**src/common/ccrb_regs.vh**
```
// Purpose: constants for the charger control register bank
// Assumes: 8-bit registers reached over a two-wire serial target port
// Notes: offsets, reset values, field positions and timing figures
`ifndef CCRB_REGS_VH
`define CCRB_REGS_VH

// Serial target address (7 bits, value arbitrary) and byte width
`define CCRB_TARGET_ADDR 7'h2a
`define CCRB_BYTE_BITS 4'h8

// Register offsets
`define CCRB_OFS_MASK_B 8'h09
`define CCRB_OFS_MASK_C 8'h0a
`define CCRB_OFS_BATTHR 8'h0c
`define CCRB_OFS_OUTREG 8'h0d
`define CCRB_OFS_POLICY 8'h0e
`define CCRB_OFS_THERM 8'h0f
`define CCRB_OFS_FLOAT 8'h11
`define CCRB_OFS_FASTI 8'h12
`define CCRB_OFS_TERMI 8'h13

// Reset values
`define CCRB_RST_MASK_B 8'h00
`define CCRB_RST_MASK_C 8'h00
`define CCRB_RST_BATTHR 8'h3f
`define CCRB_RST_OUTREG 8'h57
`define CCRB_RST_POLICY 8'h1c
`define CCRB_RST_THERM 8'h40
`define CCRB_RST_FLOAT 8'h69
`define CCRB_RST_FASTI 8'h10
`define CCRB_RST_TERMI 8'h98

// Writable and fixed bit patterns
`define CCRB_MASK_B_WR 8'hfd
`define CCRB_BATTHR_WR 8'h3f
`define CCRB_OUTREG_WR 8'hfb
`define CCRB_OUTREG_FIX 8'h04
`define CCRB_POLICY_RD 8'h3e
`define CCRB_THERM_RD 8'h67
`define CCRB_FASTI_WR 8'h3f
`define CCRB_FASTI_MAX 6'h3c

// Field positions
`define CCRB_GOOD_THR 5:3
`define CCRB_MIN_THR 2:0
`define CCRB_GPO_TWO 7
`define CCRB_GPO_ONE 6
`define CCRB_REG_OFF 5
`define CCRB_REG_SEL 4:3
`define CCRB_SYS_SEL 1:0
`define CCRB_IGN_TMR 7
`define CCRB_RCHG_DIS 5
`define CCRB_NOBAT_OPT 4
`define CCRB_CUTOFF_ON 3
`define CCRB_TOPOFF 2
`define CCRB_HIZ 1
`define CCRB_SOFT_RST 7
`define CCRB_TREG 6:5
`define CCRB_AUTO_SHIP 2
`define CCRB_BSW_OFF 1
`define CCRB_CHG_DIS 0
`define CCRB_MASK_TMR 0
`define CCRB_FASTI_FLD 5:0
`define CCRB_TERM_FLD 7:4
`define CCRB_PRE_FLD 3:0

// Battery absence retest period
`define CCRB_NOBAT_PERIOD_S 2
`define CCRB_CLK_HZ 250000000

`endif

```
**src/core/ccrb_top.v**
```verilog
// Purpose: charger control register bank behind a two-wire serial target
// Assumes: all inputs synchronous to clk; sda is open drain
// Notes: single clock; ce low freezes every flip-flop
//
// Functional notes
// - A set mask bit keeps its flag from pulling the interrupt request low.
// - Timer flag mask only works with ignore-timer set; expiry otherwise clears it.
// - Good-battery threshold 3.0 to 3.7 V at bits 5:3, default 111.
// - Minimum battery threshold 2.7 to 3.4 V at bits 2:0, default 111.
// - Two general outputs driven high by their bits; defaults zero and one.
// - Regulator disable bit and two-bit voltage select, default code 10.
// - With ignore-timer set, expiry keeps charging but still raises status and flag.
// - With ignore-timer clear, expiry resets registers and sends charger idle.
// - Auto recharge disable bit blocks recharge restart.
// - No-battery option retests absence every 2 s; battery switch opens.
// - Current cutoff bit enables termination on low current.
// - Top-off bit enables top-off charging after normal cycle.
// - High impedance request, ignored under boost, cleared and locked on low battery.
// - Writing one to soft reset bit restores defaults; it reads zero.
// - Thermal regulation threshold select at bits 6:5, default 10.
// - Auto ship mode sets battery switch off on source drop; clears on connect.
// - Battery switch off opens the switch; clears on source events as described.
// - Float voltage code 3.3 to 4.72 V in 10 mV steps, default 69h.
// - Fast charge current code 0.2 to 3.2 A; codes above 3Ch act as 3Ch.
// - Termination current code at bits 7:4, default 1001.
// - Pre-charge current code at bits 3:0, default 1000.
`timescale 1ns/100ps
`default_nettype none
`include "ccrb_regs.vh"

module ccrb_top #(
  parameter [31:0] NOBAT_PERIOD_CYCLES = `CCRB_NOBAT_PERIOD_S * `CCRB_CLK_HZ
) (
  // Clock, reset, enable
  input wire clk,
  input wire nrst,
  input wire ce,
  // Serial target pins
  input wire scl,
  input wire sda_in,
  output reg sda_out,
  output reg sda_oe,
  // Charger events and levels
  input wire [7:0] flags_group_b,
  input wire [7:0] flags_group_c,
  input wire timer_expired,
  input wire source_connected,
  input wire source_removed,
  input wire battery_below_min,
  input wire boost_on,
  input wire battery_absent,
  input wire recharge_due,
  input wire current_below_term,
  // Interrupt request from these flag groups
  output reg irq_group_bc_n,
  // Configuration outputs
  output reg [7:0] irq_mask_group_b,
  output reg [7:0] irq_mask_group_c,
  output reg [7:0] battery_threshold_config,
  output reg [7:0] output_regulator_config,
  output reg [7:0] charge_policy_config,
  output reg [7:0] thermal_ship_config,
  output reg [7:0] float_voltage,
  output reg [7:0] fast_charge_current,
  output reg [7:0] termination_precharge_current,
  output reg [5:0] fast_charge_current_code,
  output reg high_impedance_active,
  output reg battery_switch_open,
  // Charger action pulses
  output reg safety_timer_expired_status,
  output reg charger_idle_request,
  output reg absence_test_pulse,
  output reg recharge_start,
  output reg charge_terminate
);

  // Serial engine states
  localparam [2:0] S_IDLE = 3'h0;
  localparam [2:0] S_ADDR = 3'h1;
  localparam [2:0] S_PTR = 3'h2;
  localparam [2:0] S_WR = 3'h3;
  localparam [2:0] S_RD = 3'h4;

  // Serial engine registers
  reg [2:0] state;
  reg scl_q;
  reg sda_q;
  reg [3:0] bit_cnt;
  reg ack_phase;
  reg [7:0] shreg;
  reg [7:0] rd_sh;
  reg [7:0] ptr;
  // One-cycle write strobe with the offset and byte it carries
  reg wr_stb;
  reg [7:0] wr_addr;
  reg [7:0] wr_data;
  // Read mux output and retest counter
  reg [7:0] rdata;
  reg [31:0] nobat_cnt;

  // Edge and condition detect on sampled lines; sample flops reset
  // to the idle-high level so no false start follows reset
  wire scl_rise = scl & ~scl_q;
  wire scl_fall = ~scl & scl_q;
  wire start_seen = scl & scl_q & sda_q & ~sda_in;
  wire stop_seen = scl & scl_q & ~sda_q & sda_in;
  // Bank-wide default sources: expiry without ignore-timer,
  // or a one written to the soft reset bit
  wire ign_tmr = charge_policy_config[`CCRB_IGN_TMR];
  wire expiry_reset = timer_expired & ~ign_tmr;
  wire soft_reset = wr_stb & (wr_addr == `CCRB_OFS_THERM) & wr_data[`CCRB_SOFT_RST];
  wire defaults = expiry_reset | soft_reset;

  // Read mux; reserved bits return their fixed values
  always @* begin
    // Follows the live pointer; the engine loads it per byte
    if (ptr == `CCRB_OFS_MASK_B) begin
      rdata = irq_mask_group_b & `CCRB_MASK_B_WR;
    end else if (ptr == `CCRB_OFS_MASK_C) begin
      rdata = irq_mask_group_c;
    end else if (ptr == `CCRB_OFS_BATTHR) begin
      rdata = battery_threshold_config;
    end else if (ptr == `CCRB_OFS_OUTREG) begin
      rdata = output_regulator_config | `CCRB_OUTREG_FIX;
    end else if (ptr == `CCRB_OFS_POLICY) begin
      rdata = charge_policy_config & `CCRB_POLICY_RD;
    end else if (ptr == `CCRB_OFS_THERM) begin
      rdata = thermal_ship_config & `CCRB_THERM_RD;
    end else if (ptr == `CCRB_OFS_FLOAT) begin
      rdata = float_voltage;
    end else if (ptr == `CCRB_OFS_FASTI) begin
      rdata = fast_charge_current;
    end else if (ptr == `CCRB_OFS_TERMI) begin
      rdata = termination_precharge_current;
    end else begin
      rdata = 8'h00;
    end
  end

  // Serial target engine; sda changes only while scl is low
  always @(posedge clk or negedge nrst) begin
    if (!nrst) begin
      state <= S_IDLE;
      scl_q <= 1'b1;
      sda_q <= 1'b1;
      bit_cnt <= 4'h0;
      ack_phase <= 1'b0;
      shreg <= 8'h00;
      rd_sh <= 8'h00;
      ptr <= 8'h00;
      wr_stb <= 1'b0;
      wr_addr <= 8'h00;
      wr_data <= 8'h00;
      sda_out <= 1'b0;
      sda_oe <= 1'b0;
    end else if (ce) begin
      scl_q <= scl;
      sda_q <= sda_in;
      wr_stb <= 1'b0;
      sda_out <= 1'b0; // Open drain: only ever pulls low
      // Start and stop win over bit traffic; a repeated start
      // restarts address matching and leaves the pointer alone
      if (start_seen) begin
        state <= S_ADDR;
        bit_cnt <= 4'h0;
        ack_phase <= 1'b0;
        sda_oe <= 1'b0;
      end else if (stop_seen) begin
        state <= S_IDLE;
        ack_phase <= 1'b0;
        sda_oe <= 1'b0;
      end else if (scl_rise && state != S_IDLE) begin
        if (ack_phase) begin
          // Controller not-acknowledge ends a read burst
          if (state == S_RD && sda_in) begin
            state <= S_IDLE;
          end
        end else if (bit_cnt < `CCRB_BYTE_BITS) begin
          shreg <= {shreg[6:0], sda_in};
          bit_cnt <= bit_cnt + 4'h1;
        end
      end else if (scl_fall && state != S_IDLE) begin
        if (ack_phase) begin
          // Ack slot over: load the next read byte or free the line
          ack_phase <= 1'b0;
          bit_cnt <= 4'h0;
          if (state == S_RD) begin
            rd_sh <= rdata;
            sda_oe <= ~rdata[7];
          end else begin
            sda_oe <= 1'b0;
          end
        end else if (bit_cnt == `CCRB_BYTE_BITS) begin
          ack_phase <= 1'b1;
          case (state)
            S_ADDR: begin
              if (shreg[7:1] == `CCRB_TARGET_ADDR) begin
                sda_oe <= 1'b1;
                state <= shreg[0] ? S_RD : S_PTR;
              end else begin
                state <= S_IDLE;
                ack_phase <= 1'b0;
              end
            end
            S_PTR: begin
              ptr <= shreg;
              sda_oe <= 1'b1;
              state <= S_WR;
            end
            S_WR: begin
              // One strobe per data byte; the pointer steps for bursts
              wr_stb <= 1'b1;
              wr_addr <= ptr;
              wr_data <= shreg;
              ptr <= ptr + 8'h01;
              sda_oe <= 1'b1;
            end
            default: begin
              // Read byte done: release for controller acknowledge
              sda_oe <= 1'b0;
              ptr <= ptr + 8'h01;
            end
          endcase
        end else if (state == S_RD) begin
          // Mid-byte fall: next read bit goes out while scl is low
          rd_sh <= {rd_sh[6:0], 1'b0};
          sda_oe <= ~rd_sh[6];
        end
      end
    end
  end

  // Register file; hardware events are applied after the bus write so they win
  // Limitation: a soft reset also drops the rest of that byte
  always @(posedge clk or negedge nrst) begin
    if (!nrst) begin
      irq_mask_group_b <= `CCRB_RST_MASK_B;
      irq_mask_group_c <= `CCRB_RST_MASK_C;
      battery_threshold_config <= `CCRB_RST_BATTHR;
      output_regulator_config <= `CCRB_RST_OUTREG;
      charge_policy_config <= `CCRB_RST_POLICY;
      thermal_ship_config <= `CCRB_RST_THERM;
      float_voltage <= `CCRB_RST_FLOAT;
      fast_charge_current <= `CCRB_RST_FASTI;
      termination_precharge_current <= `CCRB_RST_TERMI;
    end else if (ce) begin
      // Defaults beat the bus and every event in the same cycle
      if (defaults) begin
        // Whole bank back to defaults
        irq_mask_group_b <= `CCRB_RST_MASK_B;
        irq_mask_group_c <= `CCRB_RST_MASK_C;
        battery_threshold_config <= `CCRB_RST_BATTHR;
        output_regulator_config <= `CCRB_RST_OUTREG;
        charge_policy_config <= `CCRB_RST_POLICY;
        thermal_ship_config <= `CCRB_RST_THERM;
        float_voltage <= `CCRB_RST_FLOAT;
        fast_charge_current <= `CCRB_RST_FASTI;
        termination_precharge_current <= `CCRB_RST_TERMI;
      end else begin
        if (wr_stb) begin
          // Address decode; reserved bits keep fixed values
          if (wr_addr == `CCRB_OFS_MASK_B) begin
            irq_mask_group_b <= wr_data & `CCRB_MASK_B_WR;
          end else if (wr_addr == `CCRB_OFS_MASK_C) begin
            irq_mask_group_c <= wr_data;
          end else if (wr_addr == `CCRB_OFS_BATTHR) begin
            battery_threshold_config <= wr_data & `CCRB_BATTHR_WR;
          end else if (wr_addr == `CCRB_OFS_OUTREG) begin
            output_regulator_config <= (wr_data & `CCRB_OUTREG_WR) | `CCRB_OUTREG_FIX;
          end else if (wr_addr == `CCRB_OFS_POLICY) begin
            // Bit by bit, so reserved bit 6 keeps its fixed zero
            charge_policy_config[`CCRB_IGN_TMR] <= wr_data[`CCRB_IGN_TMR];
            charge_policy_config[`CCRB_RCHG_DIS] <= wr_data[`CCRB_RCHG_DIS];
            charge_policy_config[`CCRB_NOBAT_OPT] <= wr_data[`CCRB_NOBAT_OPT];
            charge_policy_config[`CCRB_CUTOFF_ON] <= wr_data[`CCRB_CUTOFF_ON];
            charge_policy_config[`CCRB_TOPOFF] <= wr_data[`CCRB_TOPOFF];
            charge_policy_config[`CCRB_CHG_DIS] <= wr_data[`CCRB_CHG_DIS];
            if (!battery_below_min) begin
              charge_policy_config[`CCRB_HIZ] <= wr_data[`CCRB_HIZ];
            end
          end else if (wr_addr == `CCRB_OFS_THERM) begin
            thermal_ship_config <= wr_data & `CCRB_THERM_RD;
          end else if (wr_addr == `CCRB_OFS_FLOAT) begin
            float_voltage <= wr_data;
          end else if (wr_addr == `CCRB_OFS_FASTI) begin
            fast_charge_current <= wr_data & `CCRB_FASTI_WR;
          end else if (wr_addr == `CCRB_OFS_TERMI) begin
            termination_precharge_current <= wr_data;
          end
        end
        // Timer mask cleared on expiry unless ignore-timer is set
        if (timer_expired && !ign_tmr) begin
          irq_mask_group_c[`CCRB_MASK_TMR] <= 1'b0;
        end
        // Low battery clears the high impedance request
        if (battery_below_min) begin
          charge_policy_config[`CCRB_HIZ] <= 1'b0;
        end
        // Ship mode and battery switch source events
        // Connect outranks removal when both come in one cycle
        if (source_connected) begin
          thermal_ship_config[`CCRB_AUTO_SHIP] <= 1'b0;
          thermal_ship_config[`CCRB_BSW_OFF] <= 1'b0;
        end else if (source_removed) begin
          thermal_ship_config[`CCRB_BSW_OFF] <= thermal_ship_config[`CCRB_AUTO_SHIP];
        end
      end
    end
  end

  // Derived outputs and event pulses, all registered
  always @(posedge clk or negedge nrst) begin
    if (!nrst) begin
      irq_group_bc_n <= 1'b1;
      fast_charge_current_code <= 6'h00;
      high_impedance_active <= 1'b0;
      battery_switch_open <= 1'b0;
      safety_timer_expired_status <= 1'b0;
      charger_idle_request <= 1'b0;
      recharge_start <= 1'b0;
      charge_terminate <= 1'b0;
    end else if (ce) begin
      // Timer flag mask counts only while ignore-timer is set
      irq_group_bc_n <= ~(|(flags_group_b & ~(irq_mask_group_b & `CCRB_MASK_B_WR)) |
        |(flags_group_c[7:1] & ~irq_mask_group_c[7:1]) |
        (flags_group_c[0] & ~(irq_mask_group_c[`CCRB_MASK_TMR] & ign_tmr)));
      // Codes above the top step act as the top step
      if (fast_charge_current[`CCRB_FASTI_FLD] > `CCRB_FASTI_MAX) begin
        fast_charge_current_code <= `CCRB_FASTI_MAX;
      end else begin
        fast_charge_current_code <= fast_charge_current[`CCRB_FASTI_FLD];
      end
      // Boost hides the request without clearing it, so the
      // high impedance state comes back once boost ends
      high_impedance_active <= charge_policy_config[`CCRB_HIZ] & ~boost_on;
      // Switch opens for ship mode or while a battery is missing with the no-battery option set
      battery_switch_open <= thermal_ship_config[`CCRB_BSW_OFF] |
        (battery_absent & charge_policy_config[`CCRB_NOBAT_OPT]);
      // Status follows every expiry, whatever the ignore bit says
      safety_timer_expired_status <= timer_expired;
      charger_idle_request <= expiry_reset;
      // Restart needs cutoff on and recharge not disabled
      recharge_start <= recharge_due & charge_policy_config[`CCRB_CUTOFF_ON] &
        ~charge_policy_config[`CCRB_RCHG_DIS];
      // With cutoff off the charger keeps going below threshold
      charge_terminate <= current_below_term & charge_policy_config[`CCRB_CUTOFF_ON];
    end
  end

  // Absence retest ticker; free counter idles when no retest is needed
  // Limitation: 32 bits cover the 2 s period up to about 8 times this clock;
  // a much faster clock would need a wider counter
  always @(posedge clk or negedge nrst) begin
    if (!nrst) begin
      nobat_cnt <= 32'h00000000;
      absence_test_pulse <= 1'b0;
    end else if (ce) begin
      absence_test_pulse <= 1'b0;
      if (battery_absent && charge_policy_config[`CCRB_NOBAT_OPT]) begin
        // Period end: one pulse, then count again from zero
        if (nobat_cnt >= NOBAT_PERIOD_CYCLES - 32'h00000001) begin
          nobat_cnt <= 32'h00000000;
          absence_test_pulse <= 1'b1;
        end else begin
          nobat_cnt <= nobat_cnt + 32'h00000001;
        end
      end else begin
        nobat_cnt <= 32'h00000000;
      end
    end
  end

endmodule // ccrb_top
`default_nettype wire

```
**config.mk**
```make
export PLATFORM = sky130hd
export DESIGN_NAME = ccrb_top
export DESIGN_NICKNAME = d
export VERILOG_FILES = /design/src/core/ccrb_top.v
export VERILOG_INCLUDE_DIRS = /design/src /design/src/common
export SDC_FILE = /design/constraint.sdc
export NUM_CORES = 1
export LEC_CHECK = 0
export ABC_AREA = 1
export CAP_MARGIN = 20
export CORE_AREA = 3 3 246 127
export DETAILED_ROUTE_END_ITERATION = 10
export DIE_AREA = 0 0 249 130
export DONT_BUFFER_PORTS = 1
export PLACE_DENSITY_LB_ADDON = 0.05
export SYNTH_ARGS = -nofsm -noshare
export SYNTH_HDL_FRONTEND = slang
export SYNTH_SLANG_ARGS = --single-unit
```
**constraint.sdc**
```tcl
create_clock -name clk -period 2 [get_ports clk]
set_clock_uncertainty 0.05 [all_clocks]
set_input_delay 0.1 -clock clk [delete_from_list [all_inputs] [get_ports clk]]
set_output_delay 0.1 -clock clk [all_outputs]
set_load 0.01 [all_outputs]
```
**Yosys cells after proc, flatten, opt, wreduce, memory -nomap -nowiden**

Cells that the tools add are included.

- Reductions and logical operators: 54
- Muxes and demuxes: 138
- $add $sub $neg: 3
- Equal/unequal tests: 58
- Bitwise gates (word level): 41
- $lt $le $gt $ge: 3

Operators with widths:

| kind | number |
|---|---|
| 8-bit two-way mux | 65 |
| 8-bit by 4-bit == test with 1-bit output, second input constant | 12 |
| 32-bit two-way mux | 2 |
| 8-bit by 5-bit == test with 1-bit output, second input constant | 6 |
| 6-bit two-way mux | 8 |
| 8-bit AND reduction | 5 |
| 1-bit two-way mux | 39 |
| 3-bit inequality test, second input constant | 11 |
| 32-bit by 1-bit adder with 32-bit output, second input constant | 1 |
| 32-bit by 29-bit >= comparator with 1-bit output, second input constant | 1 |
| 3-bit two-way mux | 10 |
| 3-bit nonzero test | 10 |
| 4-bit two-way mux | 7 |
| 7-bit two-way mux | 4 |
| 7-bit AND reduction | 4 |
| 4-bit inequality test, second input constant | 6 |
| 2-bit inequality test, second input constant | 10 |
| 2-bit nonzero test | 10 |
| 6-bit AND reduction | 3 |
| 1-bit bitwise AND | 17 |
| 1-bit inverter | 16 |
| 8-bit case mux with 2 select lines | 1 |
| 4-bit nonzero test | 3 |
| 11-bit AND reduction | 1 |
| other kinds (33) | 45 |

- Register bits after elaboration: 168
- Logic and storage cells: 332
- Output and inout bits: 88
- Input port bits: 29

**Depth between registers and ports, before layout**

Gate-level depths: netlist (run 1).

- Depth after elaboration: 17
- Depth in mapped cells: 15
- Depth with buffers taken out: 15

**Least setup slack after synthesis (run 1)**

Ideal clock, no wire load.

- Path kind: reg2reg
- From: register ptr[1]
- To: register rd_sh[4]
- Data required time: 1.833 ns
- Slack: 0.178 ns
- Path buffers: 0
- Data arrival time: 1.654 ns
- Period minus slack after synthesis: 1.822 ns
- Cell stages (with the launch flop): 14
- Cells stage by stage: dfrtp_1 inv_1 ha_1 nand2_1 nor2_1 nor2_1 nand2_1 nand3_1 nand2_1 nand2_1 nand2_1 nand2_1 nand2_1 nand2_1

- Longest elaborated chain between the ends: 12
- Elaborated cells between the ends (all ways): 20
- Those cells by class: eq/ne: 9; mux: 11

RTL lines:

| item | line | source |
|---|---|---|
| start, declared | ccrb_top.v:92 | `reg [7:0] ptr;` |
| start signal, assigned | ccrb_top.v:206 | `ptr <= shreg;` |
| start signal, assigned | ccrb_top.v:215 | `ptr <= ptr + 8'h01;` |
| start signal, assigned | ccrb_top.v:221 | `ptr <= ptr + 8'h01;` |
| 8-bit by 5-bit == test with 1-bit output (no line) | - |  |
| 8-bit two-way mux | ccrb_top.v:133 | `` end else if (ptr == `CCRB_OFS_TERMI) begin `` |
| 8-bit two-way mux | ccrb_top.v:131 | `` end else if (ptr == `CCRB_OFS_FASTI) begin `` |
| 8-bit two-way mux | ccrb_top.v:129 | `` end else if (ptr == `CCRB_OFS_FLOAT) begin `` |
| 8-bit two-way mux | ccrb_top.v:127 | `` end else if (ptr == `CCRB_OFS_THERM) begin `` |
| 8-bit two-way mux | ccrb_top.v:125 | `` end else if (ptr == `CCRB_OFS_POLICY) begin `` |
| 8-bit two-way mux | ccrb_top.v:123 | `` end else if (ptr == `CCRB_OFS_OUTREG) begin `` |
| 8-bit two-way mux | ccrb_top.v:121 | `` end else if (ptr == `CCRB_OFS_BATTHR) begin `` |
| 8-bit two-way mux | ccrb_top.v:119 | `` end else if (ptr == `CCRB_OFS_MASK_C) begin `` |
| 8-bit two-way mux * | ccrb_top.v:117 | `` if (ptr == `CCRB_OFS_MASK_B) begin `` |
| 7-bit two-way mux * | ccrb_top.v:187 | `if (state == S_RD) begin` |
| 7-bit two-way mux * | ccrb_top.v:183 | `if (ack_phase) begin` |
| end signal, assigned | ccrb_top.v:188 | `rd_sh <= rdata;` |
| end signal, assigned | ccrb_top.v:226 | `rd_sh <= {rd_sh[6:0], 1'b0};` |
| end, declared | ccrb_top.v:91 | `reg [7:0] rd_sh;` |

Every way passes the cells marked *; elsewhere a longest branch is shown, timed or not. The select of a mux whose other input is x is not followed.
A chain may end at the register's enable or synchronous reset.

**Final worst setup path (run 1)**

- From: register ptr[1]
- To: register rd_sh[2]

The elaborated chain is that of the path after synthesis.

==> results of run 1 <==
==> report_power, final <==
| group | leakage [uW] | switching, uW | internal [uW] |
|---|---|---|---|
| Sequential | 0.00208 | 362 | 3560 |
| Combinational | 0.00260 | 839 | 485 |
| Clock | 0.000276 | 1520 | 1770 |
| Total | 0.00496 | 2720 | 5820 |
==> state kept, by name (all words and copies together) (netlist names), 7 cells and up <==
name,cells
wr_addr,8
float_voltage,8
ptr,8
shreg,8
wr_data,8
termination_precharge_current,8
rd_sh,7
charge_policy_config,7
nobat_cnt,32
output_regulator_config,7
irq_mask_group_c,8
irq_mask_group_b,7
==> kinds of logic (layout without fill, tap and decap cells) <==
logic type	count (synthesis)	count (layout)
and+or+nand+nor	550	550
AOI/OAI and AO/OA	225	225
other	2	11
muxes	1	1
DFF	159	159
adders and majority gates	7	7
buffers and inverters	192	307
xor gates and xnor gates	21	21
==> through the flow <==
| stage | cell area (um^2) | cells |
|---|---|---|
| finish | 10900 | 1672 |
| global route | 10900 | 1672 |
| CTS | 10600 | 1665 |
| detailed placement | 9800 | 1609 |
| global placement | 9800 | 1609 |
| floorplan | 8800 | 1166 |
==> repair_timing <==
item	in CTS	in global routing
setup endpoints to repair	1	94
hold endpoints to repair	198	159
resized for setup	5	72
pin swaps	0	12
buffers inserted	0	6
cloned	0	1
==> critical path, cell delays in order, from the launching register on <==
cell and delay (ps):
dfrtp_2 440, ha_2 220, buf_4 130, nand2_1 110
nor2_2 60, inv_2 110, nand2_1 70, nor2_1 110
nand2_2 70, nand2_1 50, nand2_1 70, nand2_2 90
nand2_2 70, nand2_2 70, a21oi_2 50
==> layer usage <==
layer | vias up | GRT usage, % | share of wire (%)
li1 | 3955 | - | -
met1 | 3882 | 27.3 | 49
met2 | 127 | 30.6 | 46
met3 | 26 | 3.92 | 4.0
met4 | 2 | 5.14 | 1.2
met5 | - | 0 | 0.042
==> area by class of cell <==
cell class              instances  area, um^2  share of cell area (%)
multi-input cells             815        4190                    38.4
flip-flops and latches        159        4010                    36.7
repair buffers                123        1080                    9.86
inverters                     152         581                    5.31
well taps                     391         489                    4.48
clock buffers                  19         443                    4.05
clock inverters                13         128                    1.17
==> synth_stat cells (3+ instances only) <==
cell type and count:
nor2_1 94, o21bai_1 5, ha_1 7, o21ai_1 20, clkbuf_1 17, o21ai_0 102, a21oi_1 46, nand2_2 3
buf_2 3, a211oi_1 4, nand3_2 3, dfrtp_1 134, nor4_1 7, or2_2 4, dfstp_2 25, nand4_1 24
nand3_1 52, nor3_1 28, o31ai_1 3, inv_2 6, inv_1 144, nor2_2 4, xor2_1 19, o211ai_1 5
nand2_1 322, buf_4 12, buf_6 5, nor3_2 3, o21ai_2 24
==> final timing paths <==
path                             startpoint             end  slack, ps  cells after the start
max                                  ptr[1]        rd_sh[2]        110                     14
min                                    nrst    nobat_cnt[8]       -690                      0
max reg2reg                          ptr[1]        rd_sh[2]        110                     14
min reg2reg                   nobat_cnt[29]   nobat_cnt[29]        440                      2
max in group asynchronous              nrst      wr_addr[2]       2120                      0
min in group clk           flags_group_c[2]  irq_group_bc_n         20                      5
==> results.cfg, run 1 <==
[clocking]
cts_max_path_buffers = 2
cts_tree = yes
cts_hold_buf = 24
cts_buffers = 17
cts.sinks = 159
htree_levels = 4
clk_pin_slew_ps = 70
clkLatencyLatePin_ps = 450
root_buffer = clkbuf_16

[logic_synthesis]
synth_top_family_by_area = simple AND/OR/NAND/NOR gates
ys_seq_area_share_pct = 45.7
syn_area_mm2 = 0.00877
synth_xor_area_share_pct = 2.10
synth_mux_area_share_pct = 0.114
yosysTopAreaCellShare_pct = 38.3
avgSynthCellArea_um2 = 7.58
yosys.area_share.simple_pct = 26.8
yosysWarnings = 0
yosysUniqueCellTypes = 53
yosys.area.top_type = dfrtp_1
synth_compound_area_share_pct = 14.9
synth-adder-area-share_pct = 0.999
yosys_register_bits = 159
synthCells = 1157
synthFlopType = dfrtp_1
async_flop_share_pct = 100
synth_edf_count = 0
synth_area_leaders = dfrtp_1 (38%), nand2_1 (14%), dfstp_2 (7.5%)

[global_route]
grt_overflow = 0
grt_first_pass_wirelength_um = 47500
grt_pass1_vias = 7798
antenna_found_initial = 1
grt_usage_pct = 19.4
grt_max_degree = 160

[power_and_ir_drop]
peakVddDrop_mv = 0.631
p_per_area_mw_per_mm2 = 782
leakage_uw = 0.00496
power.total_uw = 8540

[critical_path]
startpoint_type = register
path_class = reg -> reg
crit_fanout = 6
cp_data_arrival_time_ps = 2180
worst-endpoint-required_ps = 2290
end_kind = register

[floorplanning]
coreArea_mm2 = 0.0290
ios = 117
die_y_um = 130
die_x_um = 249
initial_core_util_pct = 30.2
rows = 44
fp.dieArea_mm2 = 0.0324

[sta]
finalSetupViolCount = 0
whs_ps = -695
fin_crit_sh_pct = 94.4
worst_pin_slew_ps = 655
finalCriticalPeriod_ps = 1890
slew_violations = 0
fin_ws_ps = 112
hold_viol = 159
max_freq_mhz = 530
relSlewSlack_pct = 56.2
final.setup.tns_ps = 0

[run]
maxCapViolCount = 0

[placed_design]
dp_hpwl_um = 23500
pre_cts_ws_ps = -123
gp_congestion = 0.917
port_buffers = 0

[status]
violations = negative hold slack
status = finished with violations

[layout]
mostFrequentLayoutCell = nand2_1
diodes = 0
area_delta_synth_final_pct = 24.6
fillCellCount = 3045
layout_common_cells = nand2_1 (309), inv_1 (133), dfrtp_1 (131), o21ai_0 (97), buf_4 (92)
postLayoutCoreUtil_pct = 37.6
drive_above_1_share_pct = 20.5
nNetsFinal = 1304

[route]
dr.pass1.iters = 5
wl_per_cell_um = 18.7
vias = 7992
post_drt_via_cell_ratio = 4.78
final_antenna_net_count = 0
drtIter0Drc = 713
finalWirelength_um = 31200
drcViolationCount = 0

[min_path]
hp-class = in -> async
(Power assumes the default switching activity.)
==> run 2: changes to the inputs <==
==> constraint.sdc (replaced) <==
create_clock -name clk -period 2 [get_ports clk]
set_clock_uncertainty 0.05 [all_clocks]
set_input_delay 0.1 -clock clk [delete_from_list [all_inputs] [get_ports clk]]
set_output_delay 0.1 -clock clk [all_outputs]
set_load 0.005 [all_outputs]
==> run 2 against run 1 <==
Net effect:
- the run still ends with negative hold slack left
- non-clock buffer count did not move
- clock-buffer cell count grew 4
- register-to-register slack got worse by 20 ps
- sequential share of layout area decreased by 0.37 points
- cell count unchanged
- largest power group unchanged
- highest routed layer is now met4
==> results.cfg, run 2 (synthesized netlist as in run 1, its figures left out) <==
[global_route]
antenna_found_initial = 0
grt_max_degree = 160
grt_first_pass_wirelength_um = 46700
grt_pass1_vias = 7819
grt_usage_pct = 19.2
grt_overflow = 0

[route]
dr.pass1.iters = 5
met3WireLength_um = 1480
wl_met1_um = 15000
final_antenna_net_count = 0
finalWirelength_um = 31000
highest_layer = met4
met2_length_um = 14200
post_drt_via_cell_ratio = 4.77
drtIter0Drc = 616
vias = 7978
drcViolationCount = 0
wl_per_cell_um = 18.6

[floorplanning]
initial_core_util_pct = 30.2
die_y_um = 130
ios = 117
fp.dieArea_mm2 = 0.0324
die_x_um = 249
rows = 44
coreArea_mm2 = 0.0290

[critical_path]
crit_fanout = 6
end_kind = register
crit_chain = ha_2 > buf_4 > nand2_1 > nor2_2 > inv_2 > nand2_1 > inv_1 > nand2_1 > nand2_1 > nand2_1 > nand2_1 > nand2_1 > nand2_1 > a21oi_1
cp_data_arrival_time_ps = 2230
worst-endpoint-required_ps = 2320
startpoint_type = register
slowest_delay_ps = 420
crit_path_frequent_cell = nand2_1
cp_slowest_cell = dfrtp_2
path_class = reg -> reg

[power_and_ir_drop]
power.total_uw = 8680
p_per_area_mw_per_mm2 = 786
peakVddDrop_mv = 0.643
leakage_uw = 0.00502

[placed_design]
port_buffers = 0
pre_cts_ws_ps = -86.0
dp_hpwl_um = 23200
place_inst = 1607
gp_congestion = 0.922

[clocking]
root_buffer = clkbuf_16
cts_tree = yes
clk_pin_slew_ps = 70
cts_hold_buf = 20
htree_levels = 4
clkLatencyLatePin_ps = 440
cts_max_path_buffers = 2
cts.sinks = 159
cts_buffers = 17

[layout]
fillCellCount = 3020
nNetsFinal = 1304
mostFrequentLayoutCell = nand2_1
top_register = nobat_cnt
layout_common_cells = nand2_1 (303), inv_1 (130), dfrtp_1 (130), o21ai_0 (95), buf_4 (91)
drive_above_1_share_pct = 22.0
fin_cells = 1672
largest_register_ffs = 32
area_delta_synth_final_pct = 25.9
diodes = 0

[sta]
finalSetupViolCount = 0
finalCriticalPeriod_ps = 1910
max_freq_mhz = 524
whs_ps = -698
relSlewSlack_pct = 63.2
grt_setup_unrepaired = true
hold_viol = 159
fin_ws_ps = 91.8
worst_pin_slew_ps = 550
slew_violations = 0
fin_crit_sh_pct = 95.4

[status]
status = finished with violations
violations = negative hold slack

[min_path]
hp-class = in -> async

[run]
maxCapViolCount = 0
-- run 2: changes by cell type in the layout (fill, tap and decap cells not counted), sizes merged --
cell           change
inv                -6
clkbuf             +4
dlygate4sd3        -4
buf                +3
clkinvlp           +3
clkdlybuf4s15      +1
clkinv             -1
-- run 2: power by group --
group	switching (uW)	leakage (uW)	total [uW]	internal (uW)
clock	1460	0.000290	3470	2010
sequential	323	0.00208	3890	3570
combinational	831	0.00265	1310	482
-- run 2: routing by layer --
layer,global-route usage [%],vias to the layer above
met5,0,-
met2,30.7,145
met1,26.6,3862
met3,4.54,22
met4,4.35,0
li1,-,3949
-- run 2: what timing repair did --
item / in CTS / in global routing
buffers inserted: 0 / 11
resized for setup: 8 / 93
endpoints found under the hold margin: 198 / 159
endpoints found under the setup margin: 4 / 89
cloned: 0 / 2
pin swaps: 1 / 18
-- run 2: path summary, 6_finish.rpt --
path,from,cells past startpoint,to,slack (ps)
worst max-delay path,ptr[0],14,rd_sh[1],90
worst min-delay path,nrst,0,nobat_cnt[14],-700
worst max register to register,ptr[0],14,rd_sh[1],90
max in group asynchronous,nrst,0,thermal_ship_config[6],2240
worst min register to register,wr_data[0],2,wr_data[0],440
min in group clk,ce,3,wr_addr[6],40
-- run 2: metrics by stage --
stage / area [um^2] / utilization (%) / hold WS [ps] / setup TNS (ps)
final: 11000 / 38.0 / -698 / 0
after global routing: 11000 / 38.0 / -731 / -104
after CTS: 10600 / 36.7 / -731 / 0
after detailed placement: 9790 / 33.7 / -234 / -86.0
after global placement: 9790 / 33.7 / -235 / -89.5
after floorplan: 8800 / - / -246 / 0
-- run 2: layout make-up --
cell class | count | area [um^2] | share of cell area, %
multi-input combinational | 815 | 4240 | 38.4
clock buffer | 23 | 532 | 4.82
timing repair buffer | 123 | 1090 | 9.87
sequential | 159 | 4020 | 36.4
tap | 391 | 489 | 4.43
inverter | 152 | 578 | 5.24
clock inverter | 9 | 93.8 | 0.850
-- run 2: critical path: cells and delay by family, from the launching register on --
family	cells	cell delay, ps
AND/OR/NAND/NOR	9	780
flip-flops	1	420
buffers and inverters	3	240
adder cells (fa/ha/maj)	1	210
AO/OA/AOI/OAI	1	130
